==> src/inc/adcx_map.svh <==
// Register indices, field positions, reset values and timing counts.
`ifndef ADCX_MAP_SVH
`define ADCX_MAP_SVH
// Register indices; the byte address is four times the index.
`define ADCX_IDX_PIN_OFF0   6'h01
`define ADCX_IDX_PIN_OFF1   6'h02
`define ADCX_IDX_CTRL_B     6'h03
`define ADCX_IDX_RES_LOW    6'h04
`define ADCX_IDX_RES_HIGH   6'h05
`define ADCX_IDX_CTRL_A     6'h06
`define ADCX_IDX_CH_REF     6'h07
// Control register A fields.
`define ADCX_A_ENABLE       7
`define ADCX_A_START        6
`define ADCX_A_AUTO_EN      5
`define ADCX_A_FLAG         4
`define ADCX_A_IRQ_EN       3
// Control register B fields.
`define ADCX_B_BIPOLAR      7
`define ADCX_B_GAIN_BOOST   6
`define ADCX_B_REF_HI       4
`define ADCX_B_CH_MSB       3
`define ADCX_B_WMASK        8'hdf
// Channel and reference register fields.
`define ADCX_M_LEFT         5
// Reset value of every register.
`define ADCX_REG_RESET      8'h00
// Conversion lengths in converter clock ticks.
`define ADCX_CONV_TICKS     5'h0d
`define ADCX_FIRST_TICKS    5'h19
// Result limits.
`define ADCX_UNI_MAX        11'sh3ff
`define ADCX_BIP_MAX        11'sh1ff
`define ADCX_BIP_MIN        -11'sh200
// Bus response codes.
`define ADCX_RESP_OKAY      2'b00
`define ADCX_RESP_SLVERR    2'b10
`endif

==> src/inc/adcx_pkg.sv <==
// Types shared by the converter control block.
package adcx_pkg;
  // Conversion sequencer states.
  typedef enum logic [1:0] {
    CS_IDLE  = 2'b00,
    CS_FIRST = 2'b01,
    CS_RUN   = 2'b10
  } adcx_conv_state_type;
endpackage

==> src/rtl/adcx_conv.sv <==
// Converter clock prescaler and conversion sequencer.
`timescale 1ns/1ps
`include "adcx_map.svh"
module adcx_conv
  import adcx_pkg::*;
(
  // Clock, reset and enable.
  input  wire logic       aclk,
  input  wire logic       aresetn,
  input  wire logic       ce,
  // Control.
  input  wire logic       enable,
  input  wire logic       start,
  input  wire logic [2:0] div_sel,
  // Status.
  output logic            busy,
  output logic            done
);

  // Terminal count of the prescaler for a given select code.
  function automatic logic [6:0] div_last(input logic [2:0] sel);
    case (sel)
      3'h0, 3'h1: div_last = 7'h01;
      3'h2:       div_last = 7'h03;
      3'h3:       div_last = 7'h07;
      3'h4:       div_last = 7'h0f;
      3'h5:       div_last = 7'h1f;
      3'h6:       div_last = 7'h3f;
      default:    div_last = 7'h7f;
    endcase
  endfunction

  logic [6:0]          pre_q;    // Prescaler count.
  logic                tick;     // One converter clock period elapsed.
  logic [4:0]          cnt_q;    // Ticks left in this conversion.
  logic                init_q;   // Set once the first long conversion ran.
  adcx_conv_state_type state_q;  // Sequencer state.

  assign tick = (pre_q >= div_last(div_sel));

  // The prescaler runs only while the converter is enabled.
  always_ff @(posedge aclk) begin
    if (!aresetn) begin
      pre_q <= 7'h00;
    end else if (ce) begin
      if (!enable || tick) begin
        pre_q <= 7'h00; // [RULE1]
      end else begin
        pre_q <= pre_q + 7'h01;
      end
    end
  end

  // Sequencer: the first conversion after enable is the long one.
  always_ff @(posedge aclk) begin
    if (!aresetn) begin
      state_q <= CS_IDLE;
      cnt_q   <= 5'h00;
      init_q  <= 1'b0;
      done    <= 1'b0;
    end else if (ce) begin
      done <= 1'b0;
      if (!enable) begin
        // Turning the converter off aborts any conversion.
        state_q <= CS_IDLE;
        init_q  <= 1'b0;
      end else begin
        case (state_q)
          CS_IDLE: begin
            if (start) begin
              state_q <= init_q ? CS_RUN : CS_FIRST;
              cnt_q   <= init_q ? `ADCX_CONV_TICKS : `ADCX_FIRST_TICKS;
            end
          end
          CS_FIRST, CS_RUN: begin
            if (tick) begin
              if (cnt_q == 5'h01) begin
                state_q <= CS_IDLE;
                init_q  <= 1'b1;
                done    <= 1'b1;
              end else begin
                cnt_q <= cnt_q - 5'h01;
              end
            end
          end
          default: state_q <= CS_IDLE;
        endcase
      end
    end
  end

  assign busy = (state_q != CS_IDLE);

endmodule

==> src/rtl/adcx_ctrl.sv <==
// Converter control block with its AXI4-Lite register slave.
//
// Behaviour
// (RULE1) Prescaler select divides clock 2..128.
// (RULE2) Completed result goes to low/high pair.
// (RULE3) Low-byte read locks pair until high read.
// (RULE4) Software reads low byte before high byte.
// (RULE5) Left align: bits 9..2 high, 1..0 low.
// (RULE6) Right align: bits 7..0 low, 9..8 high.
// (RULE7) Unipolar ten bits, negative input saturates.
// (RULE8) Bipolar gives two's complement nine plus sign.
// (RULE9) Gain boost picks 32x and 8x.
// (RULE10) Reference high bit helps pick internal reference.
// (RULE11) Control B bit five reads zero.
// (RULE12) Channel MSB change waits for conversion end.
// (RULE13) Trigger source ignored unless auto trigger enabled.
// (RULE14) Rising edge of selected source starts conversion.
// (RULE15) Selecting free running causes no trigger.
// (RULE16) Trigger source code decodes to eight sources.
// (RULE17) Input-off bit disables buffer, readback zero.
// (RULE18) Register 0 serves channels 6..0 and reference.
// (RULE19) Register 1 bits 7..4 serve channels 10..7.
// (RULE20) Software disables unused digital inputs on analog pins.
// (RULE21) Complete flag set when conversion finishes.
// (RULE22) Flag cleared by vector taken or writing one.
// (RULE23) Locked result is not overwritten by conversions.
`timescale 1ns/1ps
`include "adcx_map.svh"
module adcx_ctrl
  import adcx_pkg::*;
(
  // Clock, reset and clock enable.
  input  wire logic              aclk,
  input  wire logic              aresetn,
  input  wire logic              ce,
  // AXI4-Lite write address and data.
  input  wire logic              s_axi_awvalid,
  output logic                   s_axi_awready,
  input  wire logic [7:0]        s_axi_awaddr,
  input  wire logic              s_axi_wvalid,
  output logic                   s_axi_wready,
  input  wire logic [31:0]       s_axi_wdata,
  input  wire logic [3:0]        s_axi_wstrb,
  // AXI4-Lite write response.
  output logic                   s_axi_bvalid,
  input  wire logic              s_axi_bready,
  output logic [1:0]             s_axi_bresp,
  // AXI4-Lite read.
  input  wire logic              s_axi_arvalid,
  output logic                   s_axi_arready,
  input  wire logic [7:0]        s_axi_araddr,
  output logic                   s_axi_rvalid,
  input  wire logic              s_axi_rready,
  output logic [31:0]            s_axi_rdata,
  output logic [1:0]             s_axi_rresp,
  // Analog front end: signed difference code, and settings.
  input  wire logic signed [10:0] sample_code,
  output logic [5:0]             channel_select,
  output logic                   gain_boost_select,
  output logic                   bipolar_input_select,
  output logic [1:0]             reference_select_lo,
  output logic                   reference_select_hi,
  output logic                   converter_busy,
  // Trigger source flags, index 1..7; bit 0 unused.
  input  wire logic [7:0]        trigger_flags,
  // Interrupt request and vector-taken acknowledge.
  output logic                   conv_complete_irq,
  input  wire logic              conv_complete_ack,
  // Pins: 10..0 analog channels, 11 reference pin.
  input  wire logic [11:0]       pin_level,
  output logic [11:0]            input_buffer_off,
  output logic [11:0]            pin_readback
);

  // Registers written by software.
  logic [7:0]  pin_off0_q;        // Input disable register 0.
  logic [7:0]  pin_off1_q;        // Input disable register 1.
  logic [7:0]  ctrl_b_q;          // Control register B.
  logic [7:0]  ch_ref_q;          // Channel and reference select.
  logic        enable_q;          // Converter enable.
  logic        auto_en_q;         // Auto trigger enable.
  logic        irq_en_q;          // Complete interrupt enable.
  logic [2:0]  div_sel_q;         // Prescaler select.
  logic        flag_q;            // Conversion complete flag.
  // Result and lock.
  logic [9:0]  result_q;          // Stored conversion result.
  logic        lock_q;            // Pair locked after low-byte read.
  logic        ch_msb_q;          // Channel MSB applied to the mux.
  // Trigger.
  logic        trig_prev_q;       // Selected source, previous cycle.
  logic        trig_sel;          // Selected source now.
  logic        start_q;           // Start request to the sequencer.
  // Sequencer.
  logic        busy;
  logic        done;
  // Bus.
  logic        aw_held_q;
  logic        w_held_q;
  logic [5:0]  aw_idx_q;
  logic [7:0]  wbyte_q;
  logic        wen_q;
  logic        wr_go;
  logic        rd_go;
  logic [5:0]  ar_idx;
  logic        sw_start;
  logic        sw_flag_clr;
  logic [9:0]  conv_value;
  logic [11:0] off_vec;

  // Read value of a register index; unmapped ones read zero.
  function automatic logic [7:0] rd_byte(input logic [5:0] idx);
    case (idx)
      `ADCX_IDX_PIN_OFF0: rd_byte = pin_off0_q;
      `ADCX_IDX_PIN_OFF1: rd_byte = pin_off1_q;
      `ADCX_IDX_CTRL_B:   rd_byte = ctrl_b_q & `ADCX_B_WMASK; // [RULE11]
      `ADCX_IDX_RES_LOW:  rd_byte = ch_ref_q[`ADCX_M_LEFT]
                                    ? {result_q[1:0], 6'h00} // [RULE5]
                                    : result_q[7:0];          // [RULE6]
      `ADCX_IDX_RES_HIGH: rd_byte = ch_ref_q[`ADCX_M_LEFT]
                                    ? result_q[9:2]          // [RULE5]
                                    : {6'h00, result_q[9:8]}; // [RULE6]
      `ADCX_IDX_CTRL_A:   rd_byte = {enable_q, busy, auto_en_q, flag_q,
                                     irq_en_q, div_sel_q};
      `ADCX_IDX_CH_REF:   rd_byte = ch_ref_q;
      default:            rd_byte = 8'h00;
    endcase
  endfunction

  // True for an aligned byte address whose index holds a register.
  function automatic logic mapped(input logic [7:0] addr);
    mapped = (addr[1:0] == 2'b00) &&
             (addr[7:2] >= `ADCX_IDX_PIN_OFF0) &&
             (addr[7:2] <= `ADCX_IDX_CH_REF);
  endfunction

  assign wr_go  = aw_held_q && w_held_q && !s_axi_bvalid;
  assign rd_go  = s_axi_arvalid && s_axi_arready;
  assign ar_idx = s_axi_araddr[7:2];
  assign sw_start = wr_go && wen_q && (aw_idx_q == `ADCX_IDX_CTRL_A) &&
                    wbyte_q[`ADCX_A_START] && wbyte_q[`ADCX_A_ENABLE];
  assign sw_flag_clr = wr_go && wen_q && (aw_idx_q == `ADCX_IDX_CTRL_A) &&
                       wbyte_q[`ADCX_A_FLAG];

  // Write address and data are taken in either order and held.
  always_ff @(posedge aclk) begin
    if (!aresetn) begin
      aw_held_q     <= 1'b0;
      w_held_q      <= 1'b0;
      s_axi_awready <= 1'b0;
      s_axi_wready  <= 1'b0;
      aw_idx_q      <= 6'h00;
      wbyte_q       <= `ADCX_REG_RESET;
      wen_q         <= 1'b0;
    end else if (ce) begin
      s_axi_awready <= !aw_held_q && !s_axi_awready && !s_axi_bvalid;
      s_axi_wready  <= !w_held_q && !s_axi_wready && !s_axi_bvalid;
      if (s_axi_awvalid && s_axi_awready) begin
        aw_held_q     <= 1'b1;
        s_axi_awready <= 1'b0;
        // Unmapped addresses get an index no register answers to.
        aw_idx_q      <= mapped(s_axi_awaddr) ? s_axi_awaddr[7:2] : 6'h00;
      end
      if (s_axi_wvalid && s_axi_wready) begin
        w_held_q     <= 1'b1;
        s_axi_wready <= 1'b0;
        wbyte_q      <= s_axi_wdata[7:0];
        wen_q        <= s_axi_wstrb[0];
      end
      if (wr_go) begin
        aw_held_q <= 1'b0;
        w_held_q  <= 1'b0;
      end
    end
  end

  // Write response; an unmapped address answers with a slave error.
  always_ff @(posedge aclk) begin
    if (!aresetn) begin
      s_axi_bvalid <= 1'b0;
      s_axi_bresp  <= `ADCX_RESP_OKAY;
    end else if (ce) begin
      if (wr_go) begin
        s_axi_bvalid <= 1'b1;
        s_axi_bresp  <= (aw_idx_q == 6'h00) ? `ADCX_RESP_SLVERR
                                            : `ADCX_RESP_OKAY;
      end else if (s_axi_bready) begin
        s_axi_bvalid <= 1'b0;
      end
    end
  end

  // Read channel: one read in flight, data one cycle after the address.
  always_ff @(posedge aclk) begin
    if (!aresetn) begin
      s_axi_arready <= 1'b0;
      s_axi_rvalid  <= 1'b0;
      s_axi_rdata   <= 32'h0000_0000;
      s_axi_rresp   <= `ADCX_RESP_OKAY;
    end else if (ce) begin
      s_axi_arready <= !s_axi_rvalid && !s_axi_arready;
      if (rd_go) begin
        s_axi_arready <= 1'b0;
        s_axi_rvalid  <= 1'b1;
        s_axi_rdata   <= {24'h00_0000,
                          mapped(s_axi_araddr) ? rd_byte(ar_idx) : 8'h00};
        s_axi_rresp   <= mapped(s_axi_araddr) ? `ADCX_RESP_OKAY
                                              : `ADCX_RESP_SLVERR;
      end else if (s_axi_rready) begin
        s_axi_rvalid <= 1'b0;
      end
    end
  end

  // Software-written configuration registers.
  always_ff @(posedge aclk) begin
    if (!aresetn) begin
      pin_off0_q <= `ADCX_REG_RESET;
      pin_off1_q <= `ADCX_REG_RESET;
      ctrl_b_q   <= `ADCX_REG_RESET;
      ch_ref_q   <= `ADCX_REG_RESET;
      enable_q   <= 1'b0;
      auto_en_q  <= 1'b0;
      irq_en_q   <= 1'b0;
      div_sel_q  <= 3'h0;
    end else if (ce && wr_go && wen_q) begin
      case (aw_idx_q)
        `ADCX_IDX_PIN_OFF0: pin_off0_q <= wbyte_q;
        `ADCX_IDX_PIN_OFF1: pin_off1_q <= wbyte_q;
        `ADCX_IDX_CTRL_B:   ctrl_b_q   <= wbyte_q & `ADCX_B_WMASK;
        `ADCX_IDX_CH_REF:   ch_ref_q   <= wbyte_q;
        `ADCX_IDX_CTRL_A: begin
          enable_q  <= wbyte_q[`ADCX_A_ENABLE];
          auto_en_q <= wbyte_q[`ADCX_A_AUTO_EN];
          irq_en_q  <= wbyte_q[`ADCX_A_IRQ_EN];
          div_sel_q <= wbyte_q[2:0]; // [RULE1]
        end
        default: ;
      endcase
    end
  end

  // Source selection; code 0 selects nothing so no edge appears.
  always_comb begin
    trig_sel = 1'b0;
    if (ctrl_b_q[2:0] != 3'h0) begin
      trig_sel = trigger_flags[ctrl_b_q[2:0]]; // [RULE16] [RULE15]
    end
  end

  // Start requests: software start, source edge or free-run restart.
  always_ff @(posedge aclk) begin
    if (!aresetn) begin
      trig_prev_q <= 1'b0;
      start_q     <= 1'b0;
    end else if (ce) begin
      trig_prev_q <= trig_sel;
      start_q     <= 1'b0;
      if (sw_start) begin
        start_q <= 1'b1;
      end else if (enable_q && auto_en_q) begin // [RULE13]
        if (trig_sel && !trig_prev_q) begin
          start_q <= 1'b1; // [RULE14]
        end else if (ctrl_b_q[2:0] == 3'h0 && done) begin
          start_q <= 1'b1;
        end
      end
    end
  end

  // Prescaler and conversion timing.
  adcx_conv adcx_conv_inst (
    .aclk    (aclk),
    .aresetn (aresetn),
    .ce      (ce),
    .enable  (enable_q),
    .start   (start_q),
    .div_sel (div_sel_q),
    .busy    (busy),
    .done    (done)
  );

  // Format the front end code by mode.
  always_comb begin
    if (ctrl_b_q[`ADCX_B_BIPOLAR]) begin
      if (sample_code > `ADCX_BIP_MAX) begin
        conv_value = 10'h1ff; // [RULE8]
      end else if (sample_code < `ADCX_BIP_MIN) begin
        conv_value = 10'h200; // [RULE8]
      end else begin
        conv_value = sample_code[9:0]; // [RULE8]
      end
    end else if (sample_code < 11'sh000) begin
      conv_value = 10'h3ff; // [RULE7]
    end else if (sample_code > `ADCX_UNI_MAX) begin
      conv_value = 10'h3ff; // [RULE7]
    end else begin
      conv_value = sample_code[9:0]; // [RULE7]
    end
  end

  // Result store and read lock.
  always_ff @(posedge aclk) begin
    if (!aresetn) begin
      result_q <= 10'h000;
      lock_q   <= 1'b0;
    end else if (ce) begin
      if (done && !lock_q) begin
        result_q <= conv_value; // [RULE2] [RULE23]
      end
      if (rd_go && mapped(s_axi_araddr)) begin
        if (ar_idx == `ADCX_IDX_RES_LOW) begin
          lock_q <= 1'b1; // [RULE3] [RULE4]
        end else if (ar_idx == `ADCX_IDX_RES_HIGH) begin
          lock_q <= 1'b0; // [RULE23]
        end
      end
    end
  end

  // Complete flag; a set in the same cycle as a clear wins.
  always_ff @(posedge aclk) begin
    if (!aresetn) begin
      flag_q <= 1'b0;
    end else if (ce) begin
      if (done) begin
        flag_q <= 1'b1; // [RULE21]
      end else if (sw_flag_clr || conv_complete_ack) begin
        flag_q <= 1'b0; // [RULE22]
      end
    end
  end

  // Channel MSB follows the register only between conversions.
  always_ff @(posedge aclk) begin
    if (!aresetn) begin
      ch_msb_q <= 1'b0;
    end else if (ce && !busy) begin
      ch_msb_q <= ctrl_b_q[`ADCX_B_CH_MSB]; // [RULE12]
    end
  end

  // Which pins have their digital buffers turned off.
  assign off_vec = {pin_off0_q[3],                     // [RULE18]
                    pin_off1_q[7:4],                   // [RULE19]
                    pin_off0_q[7:4], pin_off0_q[2:0]}; // [RULE18]

  // Registered outputs to the front end, pins and interrupt logic.
  always_ff @(posedge aclk) begin
    if (!aresetn) begin
      channel_select       <= 6'h00;
      gain_boost_select    <= 1'b0;
      bipolar_input_select <= 1'b0;
      reference_select_lo  <= 2'h0;
      reference_select_hi  <= 1'b0;
      converter_busy       <= 1'b0;
      conv_complete_irq    <= 1'b0;
      input_buffer_off     <= 12'h000;
      pin_readback         <= 12'h000;
    end else if (ce) begin
      channel_select       <= {ch_msb_q, ch_ref_q[4:0]};
      gain_boost_select    <= ctrl_b_q[`ADCX_B_GAIN_BOOST]; // [RULE9]
      bipolar_input_select <= ctrl_b_q[`ADCX_B_BIPOLAR];
      reference_select_lo  <= ch_ref_q[7:6];
      reference_select_hi  <= ctrl_b_q[`ADCX_B_REF_HI]; // [RULE10]
      converter_busy       <= busy;
      conv_complete_irq    <= flag_q && irq_en_q;
      input_buffer_off     <= off_vec; // [RULE17]
      pin_readback         <= pin_level & ~off_vec; // [RULE17]
    end
  end

endmodule

==> config.mk <==
export PLATFORM = sky130hd
export DESIGN_NAME = adcx_ctrl
export DESIGN_NICKNAME = d
export VERILOG_FILES = /design/src/inc/adcx_pkg.sv /design/src/rtl/adcx_conv.sv /design/src/rtl/adcx_ctrl.sv
export VERILOG_INCLUDE_DIRS = /design/src /design/src/inc
export SDC_FILE = /design/constraint.sdc
export NUM_CORES = 1
export LEC_CHECK = 0
export BUFFER_PORTS_ARGS = -buffer_cell sky130_fd_sc_hd__buf_2
export CAP_MARGIN = 5
export CORE_ASPECT_RATIO = 1.4
export CORE_MARGIN = 2
export CORE_UTILIZATION = 30
export CTS_CLUSTER_DIAMETER = 50
export DETAILED_ROUTE_END_ITERATION = 6
export RECOVER_POWER = 50
export SKIP_CTS_REPAIR_TIMING = 1
export SLEW_MARGIN = 20
export SYNTH_ARGS = -nofsm -noshare
export SYNTH_HDL_FRONTEND = slang
export SYNTH_SLANG_ARGS = --single-unit
==> constraint.sdc <==
create_clock -name aclk -period 2.58 [get_ports aclk]
set_input_delay 0.129 -clock aclk [delete_from_list [all_inputs] [get_ports aclk]]
set_output_delay 0.129 -clock aclk [all_outputs]
set_load 0.05 [all_outputs]
Word-level counts from Yosys, hierarchy flattened
Cells that the tools add are included.
W data, S select, Z words.
{ "op_classes": {"n_mux": 55, "reduce_logical": 77, "bitwise_logic": 2, "order_cmp": 10, "add_sub_neg": 2, "eq_ne": 30} }
{ "op_table": {"columns": ["op", "count"], "rows": [
  ["$pmux W8 S7", 1],
  ["$mux W10", 5],
  ["$pmux W7 S6", 1],
  ["$eq A6 B3 Y1 const B", 6],
  ["$reduce_and A2 Y1", 15],
  ["$mux W1", 29],
  ["$logic_and A1 B1 Y1", 28],
  ["$eq A6 B2 Y1 const B", 4],
  ["$mux W8", 3],
  ["$mux W5", 4],
  ["$reduce_bool A2 Y1", 8],
  ["$mux W2", 7],
  ["$and A12 B12 Y12", 1],
  ["$eq A6 B1 Y1 const B", 2],
  ["$ge A6 B1 Y1 const B", 2],
  ["$le A6 B3 Y1 const B", 2],
  ["$not A12 Y12", 1],
  ["$gt A11 B10 Y1 const B", 1],
  ["$gt A11 B11 Y1 const B", 1],
  ["$logic_not A1 Y1", 11],
  ["$lt A11 B1 Y1 const B", 1],
  ["$lt A11 B10 Y1 const B", 1],
  ["$pmux W5 S2", 1],
  ["$eq A3 B3 Y1 const B", 3],
  ["other kinds (26)", 38]
]} }
{ "totals": {"word_cells": 217, "out_inout_bits": 78, "ff_bits": 139, "inputBits": 92} }

Logic depth before layout (Yosys ltp)
{ "depth": {"ltp_word": 8, "mapped_depth": 9, "depth_no_buf": 7} }

Modules after synthesis
A second synthesis with hierarchy kept.
{ "unflattened": {"hier_cells": 717, "hier_area_um2": 6767.7} }
{ "modules_own_cells": {"columns": ["module", "instances", "area_each_um2", "cells_each", "seq_area_each_um2"], "rows": [
  ["adcx_ctrl", 1, 5711.7, 586, 2422.3],
  ["adcx_conv", 1, 1056.0, 131, 320.3]
]} }

Least setup slack after synthesis
No wires, ideal clock.
{ "synth_timing": {"path_kind": "register -> register", "start": "reg div_sel_q[2]", "end": "reg adcx_conv_inst.cnt_q[0]", "path_stages_with_launch": 9, "t_required_ns": 2.464, "path_buffers": 1, "arrival_time_ns": 1.937, "slack_ns": 0.527, "path_cell_list": "dfxtp_1 clkbuf_1 o21ai_0 ha_1 a21oi_1 o21ai_0 nor2_1 or3_1 a31o_2"} }
{ "synth_via": {"elab_chain_cells": 6, "word_cells_on_any_way": 12} }
{ "synth_lines": {"columns": ["item", "line", "text"], "rows": [
  ["from (decl)", "adcx_ctrl.sv:83", "logic [2:0] div_sel_q;"],
  ["from (signal assigned)", "adcx_ctrl.sv:235", "div_sel_q <= wbyte_q[2:0];"],
  ["$eq A3 B1 Y1 or $logic_not A3 Y1 (tied branches)", "adcx_conv.sv:22", "case (sel)"],
  ["$reduce_or A2 Y1", "adcx_conv.sv:22", null],
  ["$pmux W7 S6 (*)", "adcx_conv.sv:22", null],
  ["$ge A7 B7 Y1 (*)", "adcx_conv.sv:39", "assign tick = (pre_q >= div_last(div_sel));"],
  ["$ne A2 B1 Y1 (no line) (*)", null, null],
  ["$reduce_and A6 Y1 (no line) (*)", null, null],
  ["to (signal assigned)", "adcx_conv.sv:72", "cnt_q <= init_q ? `ADCX_CONV_TICKS : `ADCX_FIRST_TICKS;"],
  ["to (signal assigned)", "adcx_conv.sv:82", "cnt_q <= cnt_q - 5'h01;"],
  ["to (decl)", "adcx_conv.sv:35", "logic [4:0] cnt_q;"]
]} }
Mark *: on every way between the ends. The rest lies on a longest branch, timed or not.
A chain may end at the register's enable or synchronous reset.

Worst setup path after layout
{ "layout_timing": {"start": "reg div_sel_q[1]", "end": "reg adcx_conv_inst.pre_q[4]"} }
{ "layout_via": {"elab_chain_cells": 6, "word_cells_on_any_way": 12} }
{ "layout_lines": {"columns": ["item", "line", "text"], "rows": [
  ["$eq A3 B1 Y1 or $logic_not A3 Y1 (tied branches)", "adcx_conv.sv:22", null],
  ["$reduce_or A2 Y1", "adcx_conv.sv:22", null],
  ["$pmux W7 S6 (*)", "adcx_conv.sv:22", null],
  ["$ge A7 B7 Y1 (*)", "adcx_conv.sv:39", null],
  ["$logic_or A1 B1 Y1 (*)", "adcx_conv.sv:46", "if (!enable || tick) begin"],
  ["$mux W7 (*)", "adcx_conv.sv:46", null],
  ["to (signal assigned)", "adcx_conv.sv:49", "pre_q <= pre_q + 7'h01;"],
  ["to (decl)", "adcx_conv.sv:33", "logic [6:0] pre_q;"]
]} }
Marked as above.

==> run metrics <==
Critical Path Sink Type=register; Pins Over Slew Limit=91; net switching power=1.220 mW; synth warn=0; Startpoint Class=register; min-delay worst type=primary input to register; Total Routed Length=18.17 mm; Die Y=173.1 um; sum of buffers and inverters on the critical path=0; post-route cell area=7716 sq um; vias in the first global route=5199; total congestion overflow=0; Gate power share=6.9%; remaining antenna violation count after routing=0; I/O pins=170; number of synthesized flops with an enable pin=0; setup ws final=0.3637 ns; crit path max-delay cell type=dfxtp_1; Slew @ Worst Pin=1.862 ns; synthesized instance count=710; Post-Synth Adder-Cell Area=2.041%; share of layout cells above drive strength 1=13.62%; Internal=4.160 mW; power share of the clock group=53.0%; sequential-to-total area share from yosys stat=44.74%; Arr. time, crit path=2.57 ns; die area=21610 sq um; Synth Area in Compound Gates=15.41%; via count=5610; achievable clock frequency=451.2 MHz; P&R area growth vs syn=25.88%; post-synthesis simple-gate area fraction=21.39%; Rel. slew slack=-24.16%; Critical Setup Path Class=register to register; clock latency at the later pin of the worst-skew pair=0.42 ns; LEAKAGE=2.853 nW; commonest non-fill, non-tap cell in the layout=dfxtp_1; post-synth design cell area=6130 sq um; RSZ-0062 raised after global routing=false; Sw Ratio=22.67%; DRT iter0 DRCs=373; maxcap violations=1; starting density of the core=30.77%; failing checks=negative hold slack, max-capacitance violations, max-slew violations; final hold violation count=3; commonest non-fill, non-tap cells in the layout=dfxtp_1, nand2_1, nor2_1, buf_2, a21oi_1; Wirelength per Cell=16.46 um; Die W=124.8 um; First-pass DRT Iterations=7; Flop pwr share=40.1%; Std-Cell Rows=61; largest net degree at the start of global routing=91; status=finished, violations left; Inst Count DP=1050; crit path max fanout=7; setup TNS=0 ns; Final Non-Filler Cells=1104; GR Util All Layers=16.40%; n_diodes=0; Inserted Clock Buffers=17; CTS tree=built; minimum clock period=2.216 ns; crit path cell chain=nand3_1 -> ha_1 -> a21oi_1 -> o21ai_0 -> nor3b_1 -> o21ai_0 -> nor2_1; Fill cells=2056; CTS root buffer=clkbuf_16; CP required=2.94 ns; gpl congestion=0.8383; endpoints failing setup=0; CP most frequent cell=o21ai_0; Vias/cell=5.082; Port Buffers=115; Synth Flop Type=dfxtp_1; initial antenna violation count=0; crit-path leading delay family=simple AND/OR/NAND/NOR gates; syn_area_per_cell=8.633 sq um; PwrDens=697.2 nW/um^2; Final HPWL DP=13.00 mm; H-tree depth=4; clock buffer depth=2; Hold WS=-0.01619 ns; fin nets=941; period utilization=85.90%; VDD IR max=0.0004341 V; Residual DRC=0; core area=19920 sq um; pre-CTS setup slack=0.3828 ns; # clock sinks=137; multiplexer share of the synthesized area=9.186%; Finished Core Util=38.74%; DP Area=6880 sq um; Reg clk slew, reported paths=0.06 ns; Worst path max stage delay=0.48 ns; #FFs+latches synth=137; fraction of registers with async set or reset after synthesis=0%; Post-Synth XOR/XNOR Area=0.5715%; first-pass GRT wire length=27.86 mm; number of unique standard cell types used by synthesis=55; largest family of logic cells by synthesized area=simple AND/OR/NAND/NOR gates; post-route clock skew=0.006558 ns
[worst register-to-register path, stage by stage (launching register included)]
cell     delay [ns]
dfxtp_1        0.48
nand3_1        0.12
ha_1           0.33
a21oi_1        0.16
o21ai_0        0.17
nor3b_1        0.47
o21ai_0        0.28
nor2_1         0.15
[registers in the layout (all words and copies together), names as in the netlist, 2 cells and up]
signal	flops
wbyte_q	8
input_buffer_off	12
s_axi_rdata	8
aw_idx_q	6
ctrl_b_q	7
pin_off1_q	8
adcx_conv_inst.cnt_q	5
pin_off0_q	8
channel_select	6
reference_select_lo	2
adcx_conv_inst.pre_q	7
ch_ref_q	8
div_sel_q	3
result_q	10
adcx_conv_inst.state_q	2
pin_readback	12
[per-layer routing]
| layer | GRT usage [%] | share of wire, % | vias up |
|---|---|---|---|
| met5 | 0 | 0 | - |
| met1 | 18.48 | 41 | 2646 |
| li1 | - | - | 2745 |
| met4 | 7.397 | 3.4 | 0 |
| met3 | 3.806 | 4.5 | 31 |
| met2 | 29.23 | 51 | 188 |
[path summary, 6_finish.rpt]
kind / endpoint / slack (ns) / depth (start not counted) / start
worst min-delay path: pin_readback[2]$_SDFFE_PN0P_ / -0.02 / 3 / pin_level[2]
worst max-delay path: adcx_conv_inst.pre_q[4]$_SDFFE_PN0P_ / 0.36 / 7 / div_sel_q[1]$_SDFFE_PN0P_
worst max register to register: adcx_conv_inst.pre_q[4]$_SDFFE_PN0P_ / 0.36 / 7 / div_sel_q[1]$_SDFFE_PN0P_
worst min register to register: pin_readback[9]$_SDFFE_PN0P_ / 0.46 / 2 / pin_readback[9]$_SDFFE_PN0P_
[cells by family (layout without fill, tap and decap cells)]
logic type               Yosys count  after routing
adder cells (fa/ha/maj)           10             10
multiplexers                      55             55
other                              1             26
AO/OA/AOI/OAI                    152            152
XOR/XNOR                           4              4
AND/OR/NAND/NOR                  270            270
flip-flops                       137            137
buffers and inverters             81            198
[power by group through the flow]
stage	combinational [mW]	clock, mW	sequential (mW)
after global placement	0.349	0	2.20
after detailed placement	0.350	0	2.20
after global routing	0.394	2.99	2.16
after floorplan	0.221	0	2.25
final	0.369	2.85	2.16
after CTS	0.351	2.90	2.16
[cell usage after synthesis (3+ instances only)]
cell type	count	area (sq um)
nand3_1	32	160.2
nor3b_1	3	22.52
and3_1	4	25.02
nand2_1	79	296.5
a21oi_1	58	290.3
nand2b_1	6	37.54
or4_1	3	22.52
a211oi_1	4	30.03
nand4_1	6	37.54
buf_1	4	15.01
nor3_1	14	70.07
a221oi_1	12	105.1
or3_1	3	18.77
a311oi_1	3	26.28
a22oi_1	3	22.52
a22o_1	5	43.79
o21ai_0	31	155.2
inv_1	15	56.30
nor4_1	7	43.79
and2_1	9	56.30
nor2_1	78	292.8
a31oi_1	10	62.56
o211ai_1	12	90.09
ha_1	10	125.1
buf_4	26	195.2
mux2i_1	54	540.5
dfxtp_1	137	2743
clkbuf_1	33	123.9
nand3b_1	15	112.6
a222oi_1	3	30.03
[metrics by stage]
stage,power [mW],hold WS [ns]
after floorplan,2.474,0.2650
after global placement,2.551,0.3670
after detailed placement,2.554,0.3725
after CTS,5.407,-0.06998
after global routing,5.543,0.001110
final,5.380,-0.01619
[cell type report]
cell class	instances	area [sq um]	area share (%)
Multi-Input combinational cell	517	3077	39.87
Sequential cell	137	2743	35.54
Clock inverter	10	211.5	2.740
Timing Repair Buffer	150	825.8	10.70
Clock buffer	22	484.2	6.275
Tap cell	252	315.3	4.086
Inverter	16	60.06	0.7783
Note: power is estimated with default switching activity, not from simulation.
